`src/core/dwss_pkg.sv`:
```
// dual wiper setting store: shared constants, types and encodings.
// assumes a single 40 MHz clock domain with the serial bus sampled.

package dwss_pkg;

    // ----------------------------------------------------------------
    // sizes
    // ----------------------------------------------------------------
    localparam int NUM_CH = 2;
    localparam int NUM_SLOTS = 4;
    localparam int WIPER_W = 6;
    localparam int TAP_CNT = 64;
    localparam int SLOT_IDX_W = 3;
    localparam logic [5:0] TAP_MAX = 6'h3F;
    localparam logic [5:0] TAP_MIN = 6'h00;
    localparam logic [5:0] WIPER_RESET = 6'h00;
    // contents of a never-written slot; nonvolatile content is not modelled
    localparam logic [5:0] SLOT_INIT = 6'h20;

    // ----------------------------------------------------------------
    // serial address byte: type code, four select bits, direction bit
    // ----------------------------------------------------------------
    // type code value is arbitrary
    localparam logic [2:0] ADDR_TYPE = 3'h2;
    localparam int ADDR_TYPE_MSB = 7;
    localparam int ADDR_TYPE_LSB = 5;
    localparam int ADDR_SEL_MSB = 4;
    localparam int ADDR_SEL_LSB = 1;
    localparam int ADDR_RW_BIT = 0;

    // ----------------------------------------------------------------
    // instruction opcodes (upper nibble of the instruction byte)
    // ----------------------------------------------------------------
    localparam logic [3:0] OP_RD_WIPER = 4'h9;
    localparam logic [3:0] OP_WR_WIPER = 4'hA;
    localparam logic [3:0] OP_RD_SLOT = 4'hB;
    localparam logic [3:0] OP_WR_SLOT = 4'hC;
    localparam logic [3:0] OP_SLOT_TO_WIPER = 4'hD;
    localparam logic [3:0] OP_WIPER_TO_SLOT = 4'hE;
    localparam logic [3:0] OP_INCDEC = 4'h2;
    localparam int STEP_UP_BIT = 0;

    typedef struct packed {
        logic [3:0] op;
        logic [1:0] slot;
        logic rsvd;
        logic ch;
    } dwss_instr_t;

    // ----------------------------------------------------------------
    // byte engine states
    // ----------------------------------------------------------------
    typedef enum logic [4:0] {
        ST_IDLE = 5'h01,
        ST_RX = 5'h02,
        ST_ACK = 5'h04,
        ST_TX = 5'h08,
        ST_RACK = 5'h10
    } dwss_state_t;

    localparam logic [1:0] BYTE_ADDR = 2'h0;
    localparam logic [1:0] BYTE_INSTR = 2'h1;
    localparam logic [1:0] BYTE_DATA = 2'h2;

endpackage : dwss_pkg

```
`src/core/dwss_sync.sv`:
```
// dwss_sync: two flip-flop synchroniser for a bundle of pin levels.
// assumes every bit is an independent level from outside the clock.
`timescale 1ns/10ps
`default_nettype none

module dwss_sync #(
    parameter int WIDTH = 1
) (
    input wire logic i_mclk,
    input wire logic i_reset_n,
    input wire logic [WIDTH-1:0] i_async,
    output logic [WIDTH-1:0] o_sync
);

    logic [WIDTH-1:0] meta;

    // first stage is read by the second stage only
    always_ff @(posedge i_mclk or negedge i_reset_n) begin
        if (!i_reset_n) begin
            meta <= '1;
            o_sync <= '1;
        end else begin
            meta <= i_async;
            o_sync <= meta;
        end
    end

endmodule : dwss_sync

`default_nettype wire

```
`src/core/dwss_tap_decode.sv`:
```
// dwss_tap_decode: one channel's wiper value to a one-hot tap switch set.
// assumes the wiper value is already a register on the same clock.
`timescale 1ns/10ps
`default_nettype none

module dwss_tap_decode
    import dwss_pkg::*;
(
    input wire logic i_mclk,
    input wire logic i_reset_n,
    input wire logic [WIPER_W-1:0] i_wiper,
    output logic [TAP_CNT-1:0] o_tap_select
);

    // registered so that no two switches close during a decode glitch
    always_ff @(posedge i_mclk or negedge i_reset_n) begin
        if (!i_reset_n) begin
            o_tap_select <= 64'h0000_0000_0000_0001;
        end else begin
            o_tap_select <= 64'h0000_0000_0000_0001 << i_wiper;
        end
    end

endmodule : dwss_tap_decode

`default_nettype wire

```
`src/core/dwss_top.sv`:
```
// dwss_top: dual wiper setting store with its two-wire serial slave.
// assumes the serial clock is far slower than i_mclk (at least 8 samples
// per serial period) and that an external pull-up holds the data line.
`timescale 1ns/10ps
`default_nettype none

module dwss_top
    import dwss_pkg::*;
(
    input wire logic i_mclk,
    input wire logic i_reset_n,
    input wire logic i_scl,
    input wire logic i_sda_in,
    output logic o_sda_out,
    output logic o_sda_oe,
    input wire logic [3:0] i_device_select_inputs,
    output logic [NUM_CH-1:0][TAP_CNT-1:0] o_tap_select
);

    // ----------------------------------------------------------------
    // pin sampling
    // ----------------------------------------------------------------
    logic [5:0] pins_s;
    logic scl_s;
    logic sda_s;
    logic [3:0] sel_s;
    logic scl_d;
    logic sda_d;

    // select pins share the synchroniser so all six see equal latency
    dwss_sync #(
        .WIDTH(6)
    ) u_sync (
        .i_mclk(i_mclk),
        .i_reset_n(i_reset_n),
        .i_async({i_device_select_inputs, i_sda_in, i_scl}),
        .o_sync(pins_s)
    );

    assign scl_s = pins_s[0];
    assign sda_s = pins_s[1];
    assign sel_s = pins_s[5:2];

    always_ff @(posedge i_mclk or negedge i_reset_n) begin
        if (!i_reset_n) begin
            scl_d <= 1'b1;
            sda_d <= 1'b1;
        end else begin
            scl_d <= scl_s;
            sda_d <= sda_s;
        end
    end

    // ----------------------------------------------------------------
    // bus events, derived from the sampled serial clock and data pins
    // ----------------------------------------------------------------
    logic scl_rise;
    logic scl_fall;
    logic start_det;
    logic stop_det;

    assign scl_rise = scl_s & ~scl_d;
    assign scl_fall = ~scl_s & scl_d;
    assign start_det = scl_s & scl_d & sda_d & ~sda_s;
    assign stop_det = scl_s & scl_d & ~sda_d & sda_s;

    // ----------------------------------------------------------------
    // storage
    // ----------------------------------------------------------------
    logic [NUM_CH-1:0][WIPER_W-1:0] wiper;
    logic [NUM_CH*NUM_SLOTS-1:0][WIPER_W-1:0] slot;
    logic recall_pending;
    logic incdec_mode;
    dwss_instr_t instr;
    dwss_instr_t rx_instr;
    logic [SLOT_IDX_W-1:0] rx_slot_idx;
    logic [SLOT_IDX_W-1:0] cur_slot_idx;

    // ----------------------------------------------------------------
    // byte engine registers
    // ----------------------------------------------------------------
    dwss_state_t state;
    logic [7:0] rx_shift;
    logic [7:0] tx_shift;
    logic [2:0] bit_cnt;
    logic got8;
    logic [1:0] byte_idx;
    logic rd_dir;
    logic host_ack;
    logic addr_match;
    logic byte_done;
    logic [WIPER_W-1:0] read_val;
    logic next_sda_oe;

    // ----------------------------------------------------------------
    // address compare
    // ----------------------------------------------------------------
    // select pins are compared live; a change in mid-frame is not guarded
    assign addr_match =
        (rx_shift[ADDR_TYPE_MSB:ADDR_TYPE_LSB] == ADDR_TYPE) &&
        (rx_shift[ADDR_SEL_MSB:ADDR_SEL_LSB] == sel_s);

    assign byte_done = (state == ST_RX) && scl_fall && got8;
    assign rx_instr = dwss_instr_t'(rx_shift);
    assign rx_slot_idx = {rx_instr.ch, rx_instr.slot};
    assign cur_slot_idx = {instr.ch, instr.slot};

    // ----------------------------------------------------------------
    // read data selection
    // ----------------------------------------------------------------
    // value returned on a read, chosen by the last instruction
    always_comb begin
        if (instr.op == OP_RD_SLOT) begin
            read_val = slot[cur_slot_idx];
        end else begin
            read_val = wiper[instr.ch];
        end
    end

    // ----------------------------------------------------------------
    // serial byte engine
    // ----------------------------------------------------------------
    always_ff @(posedge i_mclk or negedge i_reset_n) begin
        if (!i_reset_n) begin
            state <= ST_IDLE;
            rx_shift <= 8'h00;
            tx_shift <= 8'h00;
            bit_cnt <= 3'h0;
            got8 <= 1'b0;
            byte_idx <= BYTE_ADDR;
            rd_dir <= 1'b0;
            host_ack <= 1'b0;
        end else if (start_det) begin
            // a repeated start restarts addressing at any point
            state <= ST_RX;
            bit_cnt <= 3'h0;
            got8 <= 1'b0;
            byte_idx <= BYTE_ADDR;
        end else if (stop_det) begin
            state <= ST_IDLE;
            got8 <= 1'b0;
        end else begin
            case (state)
                ST_IDLE: begin
                    bit_cnt <= 3'h0;
                end
                ST_RX: begin
                    if (scl_rise) begin
                        rx_shift <= {rx_shift[6:0], sda_s};
                        bit_cnt <= bit_cnt + 3'h1;
                        if (bit_cnt == 3'h7) begin
                            got8 <= 1'b1;
                        end
                    end else if (byte_done) begin
                        got8 <= 1'b0;
                        if (byte_idx != BYTE_ADDR) begin
                            state <= ST_ACK;
                        end else if (addr_match) begin
                            state <= ST_ACK;
                            rd_dir <= rx_shift[ADDR_RW_BIT];
                        end else begin
                            // not ours: stay silent until the next start
                            state <= ST_IDLE;
                        end
                    end
                end
                ST_ACK: begin
                    if (scl_fall) begin
                        bit_cnt <= 3'h0;
                        if (rd_dir) begin
                            state <= ST_TX;
                            tx_shift <= {2'h0, read_val};
                        end else begin
                            state <= ST_RX;
                            if (byte_idx != BYTE_DATA) begin
                                byte_idx <= byte_idx + 2'h1;
                            end
                        end
                    end
                end
                ST_TX: begin
                    if (scl_fall) begin
                        tx_shift <= {tx_shift[6:0], 1'b0};
                        bit_cnt <= bit_cnt + 3'h1;
                        if (bit_cnt == 3'h7) begin
                            state <= ST_RACK;
                        end
                    end
                end
                ST_RACK: begin
                    if (scl_rise) begin
                        host_ack <= ~sda_s;
                    end else if (scl_fall) begin
                        bit_cnt <= 3'h0;
                        if (host_ack) begin
                            state <= ST_TX;
                            tx_shift <= {2'h0, read_val};
                        end else begin
                            state <= ST_IDLE;
                        end
                    end
                end
                default: begin
                    state <= ST_IDLE;
                end
            endcase
        end
    end

    // ----------------------------------------------------------------
    // data line: pull low or release, never drive high
    // ----------------------------------------------------------------
    always_comb begin
        case (state)
            ST_ACK: next_sda_oe = 1'b1;
            // the high level comes only from the external pull-up
            ST_TX: next_sda_oe = ~tx_shift[7];
            default: next_sda_oe = 1'b0;
        endcase
    end

    always_ff @(posedge i_mclk or negedge i_reset_n) begin
        if (!i_reset_n) begin
            o_sda_oe <= 1'b0;
            o_sda_out <= 1'b0;
        end else begin
            o_sda_oe <= next_sda_oe;
            o_sda_out <= 1'b0;
        end
    end

    // ----------------------------------------------------------------
    // wipers, slots and instruction execution
    // ----------------------------------------------------------------
    // slots are flip-flops: a real nonvolatile array and its write time
    // are outside this block, so contents return to SLOT_INIT on reset
    always_ff @(posedge i_mclk or negedge i_reset_n) begin
        if (!i_reset_n) begin
            for (int c = 0; c < NUM_CH; c++) begin
                wiper[c] <= WIPER_RESET;
            end
            for (int s = 0; s < NUM_CH * NUM_SLOTS; s++) begin
                slot[s] <= SLOT_INIT;
            end
            recall_pending <= 1'b1;
            incdec_mode <= 1'b0;
            instr <= '0;
        end else if (recall_pending) begin
            // first edge after release loads every wiper from its slot 0
            for (int c = 0; c < NUM_CH; c++) begin
                wiper[c] <= slot[c * NUM_SLOTS];
            end
            recall_pending <= 1'b0;
        end else if (start_det) begin
            // a new frame must repeat the mode instruction to keep stepping
            incdec_mode <= 1'b0;
        end else if (byte_done && byte_idx == BYTE_INSTR) begin
            instr <= rx_instr;
            incdec_mode <= (rx_instr.op == OP_INCDEC);
            if (rx_instr.op == OP_SLOT_TO_WIPER) begin
                wiper[rx_instr.ch] <= slot[rx_slot_idx];
            end else if (rx_instr.op == OP_WIPER_TO_SLOT) begin
                slot[rx_slot_idx] <= wiper[rx_instr.ch];
            end
        end else if (byte_done && byte_idx == BYTE_DATA) begin
            if (incdec_mode) begin
                if (rx_shift[STEP_UP_BIT]) begin
                    if (wiper[instr.ch] != TAP_MAX) begin
                        wiper[instr.ch] <= wiper[instr.ch] + 6'h01;
                    end
                end else if (wiper[instr.ch] != TAP_MIN) begin
                    wiper[instr.ch] <= wiper[instr.ch] - 6'h01;
                end
            end else if (instr.op == OP_WR_WIPER) begin
                wiper[instr.ch] <= rx_shift[WIPER_W-1:0];
            end else if (instr.op == OP_WR_SLOT) begin
                slot[cur_slot_idx] <= rx_shift[WIPER_W-1:0];
            end
        end
    end

    // ----------------------------------------------------------------
    // tap switches, one decoder per channel
    // ----------------------------------------------------------------
    for (genvar g = 0; g < NUM_CH; g++) begin : g_chan
        dwss_tap_decode u_dec (
            .i_mclk(i_mclk),
            .i_reset_n(i_reset_n),
            .i_wiper(wiper[g]),
            .o_tap_select(o_tap_select[g])
        );
    end

endmodule : dwss_top

`default_nettype wire
```
`config.mk`:
```
export PLATFORM = sky130hd
export DESIGN_NAME = dwss_top
export DESIGN_NICKNAME = d
export VERILOG_FILES = /design/src/core/dwss_pkg.sv /design/src/core/dwss_sync.sv /design/src/core/dwss_tap_decode.sv /design/src/core/dwss_top.sv
export SDC_FILE = /design/constraint.sdc
export NUM_CORES = 1
export LEC_CHECK = 0
export ABC_AREA = 1
export BUFFER_PORTS_ARGS = -buffer_cell sky130_fd_sc_hd__clkbuf_2
export CAP_MARGIN = 20
export CORE_AREA = 10 10 152 154
export DETAILED_ROUTE_END_ITERATION = 10
export DIE_AREA = 0 0 162 164
export PLACE_DENSITY = 0.77
export SYNTH_ARGS = -nofsm -noshare
export SYNTH_HDL_FRONTEND = slang
export SYNTH_SLANG_ARGS = --single-unit
```
`constraint.sdc`:
```
create_clock -name i_mclk -period 2.54 [get_ports i_mclk]
set_input_delay 0.508 -clock i_mclk [delete_from_list [all_inputs] [get_ports i_mclk]]
set_output_delay 0.508 -clock i_mclk [all_outputs]
set_load 0.01 [all_outputs]
```
==> results of run 1 <==
[layout make-up]
class | instances | area (µm²) | area share
clock buffers | 32 | 672 | 0.0498
clock inverters | 14 | 248 | 0.0184
inverters | 113 | 424 | 0.0314
multi-input cells | 986 | 4590 | 0.340
flip-flops and latches | 241 | 6060 | 0.449
well taps | 270 | 338 | 0.0250
repair buffers | 191 | 1160 | 0.0857
[synth_stat cells (9+ instances only)]
| master | n |
|---|---|
| nand4_1 | 56 |
| dfstp_2 | 26 |
| o211ai_1 | 9 |
| o22ai_1 | 52 |
| nand3_1 | 93 |
| a21oi_1 | 15 |
| nand2_1 | 394 |
| dfrtp_1 | 215 |
| nor3_1 | 30 |
| inv_1 | 95 |
| inv_2 | 10 |
| o21ai_1 | 24 |
| buf_2 | 18 |
| nor2_1 | 174 |
| o21ai_0 | 85 |
| clkbuf_1 | 37 |
[per-layer routing]
layer,GRT usage,part of all wire,up-vias
li1,-,-,4934
met1,0.338,0.42,4882
met2,0.396,0.45,594
met3,0.0546,0.10,106
met4,0.0868,0.034,0
met5,0,0,-
[cell families (layout without fill, tap and decap cells)]
family	count (synthesis)	count (layout)	share of synthesized area
compound gates	203	203	0.103
xor+xnor	4	4	0.00308
fa+ha+maj	7	7	0.00770
buf+inv	179	350	0.0637
flops	241	241	0.533
other cells	1	2	0.000330
simple gates	770	770	0.289
[placed cells by master, fill, tap and decap left out, types with 2 or more instances in the layout]
master     count
nor2_4         2
buf_4         50
nand3_1       93
a21oi_1       15
inv_2         10
a221oi_1       3
ha_1           7
o211ai_1       9
clkbuf_2     135
nor2_1       174
conb_1         2
or2_2          5
clkinv_1       8
o21ai_1       24
o22ai_1       52
nor2_8         2
nand4_1       56
dfrtp_1      215
clkbuf_8       2
o21a_1         2
clkinv_2       4
nor2_2         4
nand2_1      394
inv_1         95
xor2_1         2
nor3_1        30
bufinv_16      6
buf_12         4
a31oi_1        2
nand2_2        8
o21ai_0       85
clkbuf_1       5
clkbuf_16     25
xnor2_1        2
dfstp_2       26
[worst max path at each step]
| stage | from | endpoint | cells after the start |
|---|---|---|---|
| global placement | u_sync.o_sync[0] | slot[16] | 11 |
| CTS | u_sync.o_sync[0] | slot[16] | 11 |
| floorplan | cur_slot_idx[2] | wiper[6] | 13 |
| finish | u_sync.o_sync[0] | slot[14] | 11 |
| detailed placement | u_sync.o_sync[0] | slot[16] | 11 |
| global route | u_sync.o_sync[0] | slot[12] | 11 |
[flip-flops by register name, summed over array words and instances (netlist names)]
register	cells
instr	4
sda_d	1
scl_d	1
got8	1
wiper	12
tx_shift	8
state	5
host_ack	1
slot	48
cur_slot_idx	3
byte_idx	2
rx_instr	8
o_sda_oe	1
u_sync.o_sync	6
rd_dir	1
g_chan.u_dec.o_tap_select	128
bit_cnt	3
u_sync.meta	6
recall_pending	1
incdec_mode	1
[power by group through the flow]
| stage | clock, mW | sequential (mW) | combinational, mW |
|---|---|---|---|
| floorplan | 0 | 4.07 | 0.584 |
| global placement | 0 | 4.07 | 1.04 |
| detailed placement | 0 | 4.07 | 1.05 |
| CTS | 4.09 | 4.00 | 1.06 |
| global route | 4.28 | 4.01 | 1.18 |
| finish | 4.03 | 4.01 | 1.08 |
[metrics by stage]
step                      setup WS (ps)  instance area (µm²)  utilization  hold slack [ps]  std cells
after CTS                           299                13500        0.673             35.9       1847
after global routing               93.4                13500        0.673             35.9       1847
after detailed placement            320                12600        0.627              348       1800
after global placement              360                12600        0.627              346       1800
after floorplan                     486                11400            -              212       1406
final                               276                13500        0.673             58.8       1847
==> results by group, run 1 <==
Detailed routing
  – Total routed wirelength: 34.0 mm
  – DR WL/cell: 18.4 µm
  – Via density: 5.69
  – DR vias: 10500
  – First-pass DRT Iterations: 6
  – # DRC: 0
  – Post-route ant nets: 0
  – DRT iter0 DRCs: 1030

Placed design
  – Number of buffers added on ports: 136
  – GPL Wtd Cong: 1.02
  – DPL Wire Length: 24.6 mm

Setup path
  – Critical-path top delay cell: dfstp_2
  – WP data arrival: 2730 ps
  – Depth of the most critical reg-to-reg path: 11
  – FF-to-FF End: slot[14]
  – Worst-path fanout max: 29
  – CP bufs+invs: 4
  – CP top delay family: simple AND/OR/NAND/NOR gates
  – CP max stage delay: 540 ps
  – Worst R2R Setup Slack: 280 ps
  – FF-to-FF Start: u_sync.o_sync[0]
  – Critical path endpoint category: flip-flop
  – WS Path Type: reg2reg
  – Required time of the critical path: 3000 ps
  – Startpoint Class: flip-flop
  – CP Cell Sequence: inv_1, nand3_1, inv_1, nand3_4, buf_4, nand2_1, nand2_1, inv_1, nor2_2, nand2_1, o21ai_1

Clocking
  – Cts bufs inserted: 25
  – CTS tree: built
  – Clk_lat worst skew: 530 ps
  – Clock transition at path regs: 60 ps
  – Clock root cell: clkbuf_16
  – CTS Hold Bufs: 1
  – CTS resizes: 0
  – H-tree levels: 1
  – Clock buffer depth: 3
  – CTS sink cnt: 241
  – Post-CTS Setup Bufs: 0

Synth
  – Cells after synthesis: 1405
  – Synth area leader: dfrtp_1
  – Post-synth top area share: 0.473
  – Distinct cell type count after synthesis: 45
  – Sequential fraction of the synthesis area: 0.533
  – Synthesized area: 11400 µm²
  – Syn_area_per_cell: 8.10 µm²
  – Post-synth EDFFs: 0
  – Most common flop cell mapped by yosys: dfrtp_1
  – Synth Warn #: 0
  – Ys async rst share: 1.00
  – Ranking of synthesized cells by area: dfrtp_1 (47%), nand2_1 (13%), dfstp_2 (6.0%)
  – FF+latch count, synth: 241

Power and ir drop
  – Pwr Total: 9.12 mW
  – P_int: 6.74 mW
  – Flop pwr share: 0.439
  – VDD IR max: 596 µV
  – Gate power share: 0.119
  – Clock share of power: 0.442
  – Net Sw Power: 2.38 mW
  – Switching part of the total: 0.261
  – Power Density: 676 nW/µm²
  – P_leak: 6.80 nW

STA
  – Max-slew violation count: 0
  – Rel. slew slack: 0.507
  – Worst slew pin tran: 733 ps
  – Clock skew: 8.31 ps
  – Unrepaired setup endpoints after global routing: false
  – Tmin final: 2260 ps
  – Max Freq: 442 MHz
  – Fin crit share: 0.891
  – Final setup vio count: 0
  – Final TNS setup: 0 ps
  – Final Hold Fails: 0

Floorplan
  – Die Height: 164 µm
  – Row Count: 52
  – Core area: 20000 µm²
  – Full die area: 26600 µm²
  – IO Pins: 138
  – Initial Util: 0.568
  – Die X: 162 µm

Global route
  – First-pass GRT wire length: 54.2 mm
  – Total GRT Usage: 0.251
  – Initial antenna violation count: 0
  – GR Overflow Total: 0
  – Vias in the first global route: 10000
  – Largest net degree at the start of global routing: 65

Layout
  – Share of cells above drive strength 1: 0.185
  – Final net count: 1573
  – # fillers: 1720
  – P&R area growth vs syn: 18.6%
  – Antenna Cells: 0

Outcome
  – Status: completed

Worst hold path
  – Worst Hold Class: in2reg
  – Hold path start: i_device_select_inputs[0]
  – Hold Path Depth: 1
  – Worst hold endpoint: u_sync.meta[2]

Job
  – MaxCap Viol Count: 0
(Power assumes the default switching activity.)
==> run 2, diff against run 1 <==
==> constraint.sdc (replaced) <==
create_clock -name i_mclk -period 2.54 [get_ports i_mclk]
set_input_delay 0.127 -clock i_mclk [delete_from_list [all_inputs] [get_ports i_mclk]]
set_output_delay 0.127 -clock i_mclk [all_outputs]
set_load 0.01 [all_outputs]
==> run 2 against run 1 <==
Clock power shrank 7.9%. Non-clock buffer count grew 8. Global-route usage shrank 0.14 points. Combinational power is essentially flat. Final area shrank 0.23%. Clock skew grew 5.4 ps. Sequential cell count is the same. Register-to-register slack lost 20 ps. First-iteration DRC count grew 8.6%. Largest cell class unchanged.
==> results by group, run 2 (same netlist as run 1, synthesis figures left out) <==
Detailed routing
  – Post-route ant nets: 0 (unchanged)
  – # DRC: 0 (unchanged)
  – Via density: 5.66 (-0.57%)
  – First-pass DRT Iterations: 8 (+2)
  – Total routed wirelength: 33.9 mm (-0.48%)
  – DR WL/cell: 18.3 µm (-0.85%)
  – DR vias: 10500 (-0.19%)
  – DRT iter0 DRCs: 1119 (+8.6%)

Global route
  – First-pass GRT wire length: 53.9 mm (-0.65%)
  – Total GRT Usage: 0.250 (-0.00142)
  – Initial antenna violation count: 0 (unchanged)
  – Largest net degree at the start of global routing: 92 (+42%)
  – GR Overflow Total: 0 (unchanged)
  – Vias in the first global route: 10100 (+0.32%)

STA
  – Clock skew: 13.7 ps (+5.36 ps)
  – Unrepaired setup endpoints after global routing: false
  – Final TNS setup: 0 ps (unchanged)
  – Rel. slew slack: 0.491 (-0.0158)
  – Tmin final: 2280 ps (+15.1 ps)
  – Final Hold Fails: 0 (unchanged)
  – Fin crit share: 0.897 (+0.00594)
  – Worst slew pin tran: 757 ps (+23.5 ps)
  – Final setup vio count: 0 (unchanged)
  – Max-slew violation count: 0 (unchanged)
  – Final setup margin: 261 ps (-15.1 ps)
  – Max Freq: 439 MHz (-0.66%)

Clocking
  – Clock buffer depth: 3 (unchanged)
  – Clock root cell: clkbuf_16
  – Post-CTS Setup Bufs: 0 (unchanged)
  – H-tree levels: 1 (unchanged)
  – Clock transition at path regs: 60 ps (about the same)
  – CTS sink cnt: 241 (unchanged)
  – CTS tree: built
  – Clk_lat worst skew: 530 ps (about the same)
  – CTS resizes: 0 (unchanged)
  – Cts bufs inserted: 25 (unchanged)

Setup path
  – Critical path endpoint category: flip-flop
  – Startpoint Class: flip-flop
  – WP data arrival: 2740 ps (about the same)
  – Crit path launch: u_sync.o_sync[0]
  – WS Path Type: reg2reg
  – Worst R2R Setup Slack: 260 ps (-20 ps)
  – Critical-path top delay cell: dfstp_2
  – Worst-path fanout max: 29 (unchanged)
  – CP Capture Point: slot[17]
  – Required time of the critical path: 3000 ps (about the same)
  – CP Cell Sequence: inv_1, nand3_1, inv_1, nand3_4, buf_4, nand2_1, nand2_1, inv_1, nor2_2, nand2_1, o21ai_1
  – CP max stage delay: 530 ps (about the same)
  – Depth of the most critical reg-to-reg path: 11 (unchanged)
  – FF-to-FF End: slot[17]
  – FF-to-FF Start: u_sync.o_sync[0]

Power and ir drop
  – Power Density: 652 nW/µm² (-3.5%)
  – P_leak: 6.78 nW (-0.21%)
  – VDD IR max: 529 µV (-11%)
  – Pwr Total: 8.78 mW (-3.7%)

Layout
  – # fillers: 1724 (+0.23%)
  – Antenna Cells: 0 (unchanged)
  – Biggest regs: g_chan.u_dec.o_tap_select (128), slot (48), wiper (12)
  – Most common cell after layout, fill and taps aside: nand2_1
  – Max reg flops: 128 (unchanged)
  – Fin cells: 1854 (+0.38%)
  – Most frequent cells in the layout: nand2_1 (394), dfrtp_1 (215), nor2_1 (174)
  – P&R area growth vs syn: 18.3%
  – Seq. cell area: 6060 µm² (unchanged)
  – Share of cells above drive strength 1: 0.186 (+0.000444)
  – Area of the multi-input gates: 4590 µm² (unchanged)
  – Biggest register: g_chan.u_dec.o_tap_select
  – Final core utilization: 0.672 (-0.00156)
  – Final net count: 1581 (+0.51%)

Job
  – MaxCap Viol Count: 0 (unchanged)

Worst hold path
  – Worst Hold Class: in2async

Floorplan
  – Initial Util: 0.568 (unchanged)
  – IO Pins: 138 (unchanged)
  – Row Count: 52 (unchanged)
  – Die Height: 164 µm (unchanged)
  – Die X: 162 µm (unchanged)
  – Core area: 20000 µm² (unchanged)
  – Full die area: 26600 µm² (unchanged)

Placed design
  – Number of buffers added on ports: 136 (unchanged)
  – Pre-CTS WS: 310 ps (-10.3 ps)
  – Cells after DPL: 1802 (+0.11%)
  – DPL Wire Length: 24.4 mm (-0.74%)
  – GPL Wtd Cong: 1.02 (-0.58%)

Outcome
  – Status: completed
## run 2: worst min path at each step
stage          slack (ps)                 startpoint                                to
3_3_place_gp          170                  i_reset_n  g_chan[1].u_dec.o_tap_select[26]
2_1_floorplan        -170                  i_reset_n                        bit_cnt[0]
3_5_place_dp          180                  i_reset_n  g_chan[1].u_dec.o_tap_select[60]
5_1_grt               230  i_device_select_inputs[2]                    u_sync.meta[4]
6_report              200                  i_reset_n  g_chan[1].u_dec.o_tap_select[60]
4_1_cts               210                   i_sda_in                    u_sync.meta[1]
## run 2: what timing repair did
item | 4_1_cts | 5_1_grt
setup endpoints to repair | 0 | 0
endpoints found under the hold margin | 90 | 0
hold buffers | 7 | 0
## run 2: cell type report
type                            instances  area share
Sequential cell                       241       0.450
Multi-Input combinational cell        986       0.341
Timing Repair Buffer                  199      0.0896
Clock buffer                           32      0.0507
Inverter                              113      0.0315
Tap cell                              270      0.0251
Clock inverter                         13      0.0116
## run 2: power by group
| part | switching [mW] | internal, mW | leakage, nW |
|---|---|---|---|
| Combinational | 0.780 | 0.283 | 3.11 |
| Sequential | 0.0663 | 3.94 | 3.26 |
| Clock | 1.50 | 2.21 | 0.409 |
| Total | 2.35 | 6.43 | 6.78 |
## run 2: layer usage
layer / up-vias / track usage / wire length, µm
met5: - / 0 / 0
met4: 0 / 0.0951 / 1310
met3: 104 / 0.0588 / 3400
met2: 544 / 0.398 / 15300
met1: 4907 / 0.326 / 13900
li1: 4941 / - / -
## run 2: metrics by stage
step / hold slack [ps] / cell area (µm²)
after global routing: 229 / 13500
after CTS: 214 / 13500
after detailed placement: 175 / 12600
after floorplan: -169 / 11400
after global placement: 172 / 12600
final: 199 / 13500
## run 2: critical path, delay by kind of cell (launching register included)
family / cells / cell delay, ps
AO/OA/AOI/OAI: 1 / 90
AND/OR/NAND/NOR: 6 / 1010
buffers and inverters: 4 / 580
flip-flops: 1 / 530
==> run 3, diff against run 2 <==
Settings changed: CORE_AREA 10 10 152 154 to 10 10 153 155, DIE_AREA 0 0 162 164 to 0 0 163 165, PLACE_DENSITY 0.77 to 0.79, SYNTH_HIERARCHICAL from default to 1.
==> run 3 against run 2 <==
Via count is 6.8% higher. Die area is 1.2% higher. Synthesized area is 4.2% higher. Clock power is 7.8% lower. Largest power group unchanged.
==> results by group, run 3 <==
Layout
  – Max reg flops: 128 (unchanged)
  – Final net count: 1683 (+6.5%)
  – # fillers: 1640 (-4.9%)
  – Biggest register: g_chan.u_dec/o_tap_select
  – Post-layout instance area: 13900 µm² (+3.3%)
  – Share of cells above drive strength 1: 0.173 (-0.0123)
  – Biggest regs: g_chan.u_dec/o_tap_select (128), slot (48), wiper (12)
  – Antenna Cells: 0 (unchanged)
  – P&R area growth vs syn: 17.3%
  – Most frequent cells in the layout: nand2_1 (375), dfrtp_1 (215), nor2_1 (191)
  – Most common cell after layout, fill and taps aside: nand2_1

Power and ir drop
  – VDD IR max: 599 µV (+13%)
  – P_leak: 6.72 nW (-0.95%)
  – Power Density: 676 nW/µm² (+3.6%)

STA
  – Fin crit share: 0.935 (+0.0375)
  – Final Hold Fails: 0 (unchanged)
  – Max Freq: 421 MHz (-4.0%)
  – Final TNS setup: 0 ps (unchanged)
  – Rel. slew slack: 0.330 (-0.161)
  – Max-slew violation count: 0 (unchanged)
  – Clock skew: 10.8 ps (-2.90 ps)
  – Tmin final: 2370 ps (+95.3 ps)
  – Unrepaired setup endpoints after global routing: false
  – Final setup vio count: 0 (unchanged)
  – Worst slew pin tran: 1000 ps (+246 ps)

Detailed routing
  – Post-route ant nets: 0 (unchanged)
  – First-pass DRT Iterations: 5 (-3)
  – DR vias: 11200 (+6.8%)
  – Wl on met1: 14.6 mm (+5.4%)
  – DR WL/cell: 18.5 µm (+1.4%)
  – Top Layer Used: met4
  – Met3 routed WL: 3.78 mm (+11%)
  – # DRC: 0 (unchanged)
  – Total routed wirelength: 36.2 mm (+6.9%)
  – Via density: 5.74 (+1.3%)
  – Met2 routed WL: 16.5 mm (+8.0%)
  – DRT iter0 DRCs: 1085 (-3.0%)

Floorplan
  – Die X: 163 µm (+0.62%)
  – Row Count: 52 (unchanged)
  – Core area: 20200 µm² (+0.65%)
  – Die Height: 165 µm (+0.61%)
  – Initial Util: 0.588 (+0.0199)
  – Full die area: 26900 µm² (+1.2%)
  – IO Pins: 138 (unchanged)

Global route
  – GR Overflow Total: 0 (unchanged)
  – Vias in the first global route: 10600 (+5.2%)
  – First-pass GRT wire length: 57.3 mm (+6.4%)
  – Initial antenna violation count: 0 (unchanged)
  – Total GRT Usage: 0.263 (+0.0136)
  – Largest net degree at the start of global routing: 88 (-4.3%)

Setup path
  – CP bufs+invs: 1 (-3)
  – Crit path launch: scl_d
  – FF-to-FF End: slot[16]
  – CP Capture Point: slot[16]
  – Worst R2R Setup Slack: 170 ps (-100 ps)
  – CP top delay family: simple AND/OR/NAND/NOR gates
  – CP Cell Sequence: nand2_2, nor2_1, nand4_1, o22ai_2, nand3_1, buf_4, nand2_1, o21ai_1
  – Critical-path top delay cell: o22ai_2
  – Required time of the critical path: 2950 ps (-50 ps)
  – Worst-path fanout max: 12 (-59%)
  – FF-to-FF Start: scl_d
  – Crit. path cell count: 8 (-3)
  – CP max stage delay: 610 ps (+80 ps)
  – Critical path endpoint category: flip-flop
  – WS Path Type: reg2reg
  – Startpoint Class: flip-flop
  – Depth of the most critical reg-to-reg path: 8 (-3)
  – WP data arrival: 2780 ps (+40 ps)

Clocking
  – Cts bufs inserted: 25 (unchanged)
  – H-tree levels: 1 (unchanged)
  – CTS tree: built
  – Clk_lat worst skew: 530 ps (about the same)
  – Clock transition at path regs: 60 ps (about the same)
  – CTS sink cnt: 241 (unchanged)
  – Clock buffer depth: 3 (unchanged)
  – Clock root cell: clkbuf_16

Synth
  – FF+latch count, synth: 241 (unchanged)
  – Top-count cell post-synth: nand2_1
  – Syn_area_per_cell: 7.86 µm² (-2.9%)
  – Synth area leader: dfrtp_1
  – Synth Warn #: 6 (+6)
  – Synthesized area: 11900 µm² (+4.2%)
  – Sequential fraction of the synthesis area: 0.512 (-0.0214)
  – Post-synth EDFFs: 0 (unchanged)
  – Post-synth top area share: 0.454 (-0.0190)
  – Post-synth top cells: nand2_1 (375), dfrtp_1 (215), nor2_1 (191)
  – Cells after synthesis: 1508 (+7.3%)
  – Most common flop cell mapped by yosys: dfrtp_1
  – Distinct cell type count after synthesis: 37 (-18%)
  – Ys async rst share: 1.00 (unchanged)
  – Ranking of synthesized cells by area: dfrtp_1 (45%), nand2_1 (12%), nor2_1 (6.0%)

Outcome
  – Status: completed

Placed design
  – DPL Wire Length: 25.2 mm (+3.3%)
  – Number of buffers added on ports: 136 (unchanged)
  – GPL Wtd Cong: 1.05 (+3.4%)
  – Placed Area: 13100 µm² (+4.0%)

Job
  – MaxCap Viol Count: 0 (unchanged)

Worst hold path
  – Worst Hold Class: in2async
[run 3: changes by cell type in the layout (fill, tap and decap cells not counted), moves of 6 or more]
cell,delta
a21oi_1,+9
inv_1,+66
inv_2,-6
nand2_1,-19
nand2_2,-7
nand3b_1,+7
nand4_1,+7
nor2_1,+17
nor3_1,-7
o21ai_0,+39
o21ai_1,+7
o21ai_2,+17
o22ai_1,-40
o31ai_1,+23
[run 3: per-stage QoR]
stage                     setup WS, ps  power [mW]  hold WS (ps)  utilization  cells
after global placement             309        5.97           150        0.647   1903
after floorplan                    426        5.36          -169            -   1509
after detailed placement           238        5.99           155        0.647   1903
final                              166        9.40           168        0.689   1955
after CTS                          212        9.43           203        0.688   1954
after global routing              17.6        9.85           231        0.689   1955
[run 3: cell families after synthesis]
logic type	synth area share
AO/OA/AOI/OAI	0.123
XOR/XNOR	0.00296
adder cells (fa/ha/maj)	0.00739
buffers and inverters	0.0848
flip-flops	0.512
other	0.000316
AND/OR/NAND/NOR	0.270
[run 3: per-layer routing]
metal | vias up | global-route usage
met4 | 0 | 0.106
met3 | 93 | 0.0535
met2 | 600 | 0.419
met5 | - | 0
met1 | 5282 | 0.347
li1 | 5237 | -
[run 3: how the worst min path moves through the flow]
stage                                    from                          endpoint  slack [ps]  cells past startpoint
finish                              i_reset_n   g_chan[1].u_dec/o_tap_select[3]         170                      2
global route        i_device_select_inputs[2]                    u_sync/meta[4]         230                      2
CTS                                 i_reset_n   g_chan[1].u_dec/o_tap_select[3]         200                      2
detailed placement                  i_reset_n   g_chan[1].u_dec/o_tap_select[3]         150                      1
global placement                    i_reset_n  g_chan[1].u_dec/o_tap_select[35]         150                      1
floorplan                           i_reset_n                        bit_cnt[0]        -170                      0
[run 3: report_power, final]
part           leakage (nW)  switching [mW]  total (mW)  internal, mW
Clock                 0.356            1.51        3.42          1.90
Combinational          3.11            1.32        1.80         0.485
Sequential             3.25           0.135        4.18          4.04
Total                  6.72            2.96        9.40          6.43
[run 3: timing repair]
item / in CTS / in global routing
hold buffers: 7 / 0
gates resized for setup: 0 / 3
endpoints found under the hold margin: 88 / 0
endpoints found under the setup margin: 0 / 16
buffers inserted: 0 / 1
[run 3: final cells by class]
cell class,instances,area (µm²),area share
clock buffers,36,697,0.0501
clock inverters,8,53.8,0.00387
inverters,171,642,0.0462
multi-input cells,1021,4790,0.345
flip-flops and latches,241,6060,0.436
well taps,270,338,0.0243
repair buffers,208,1320,0.0946
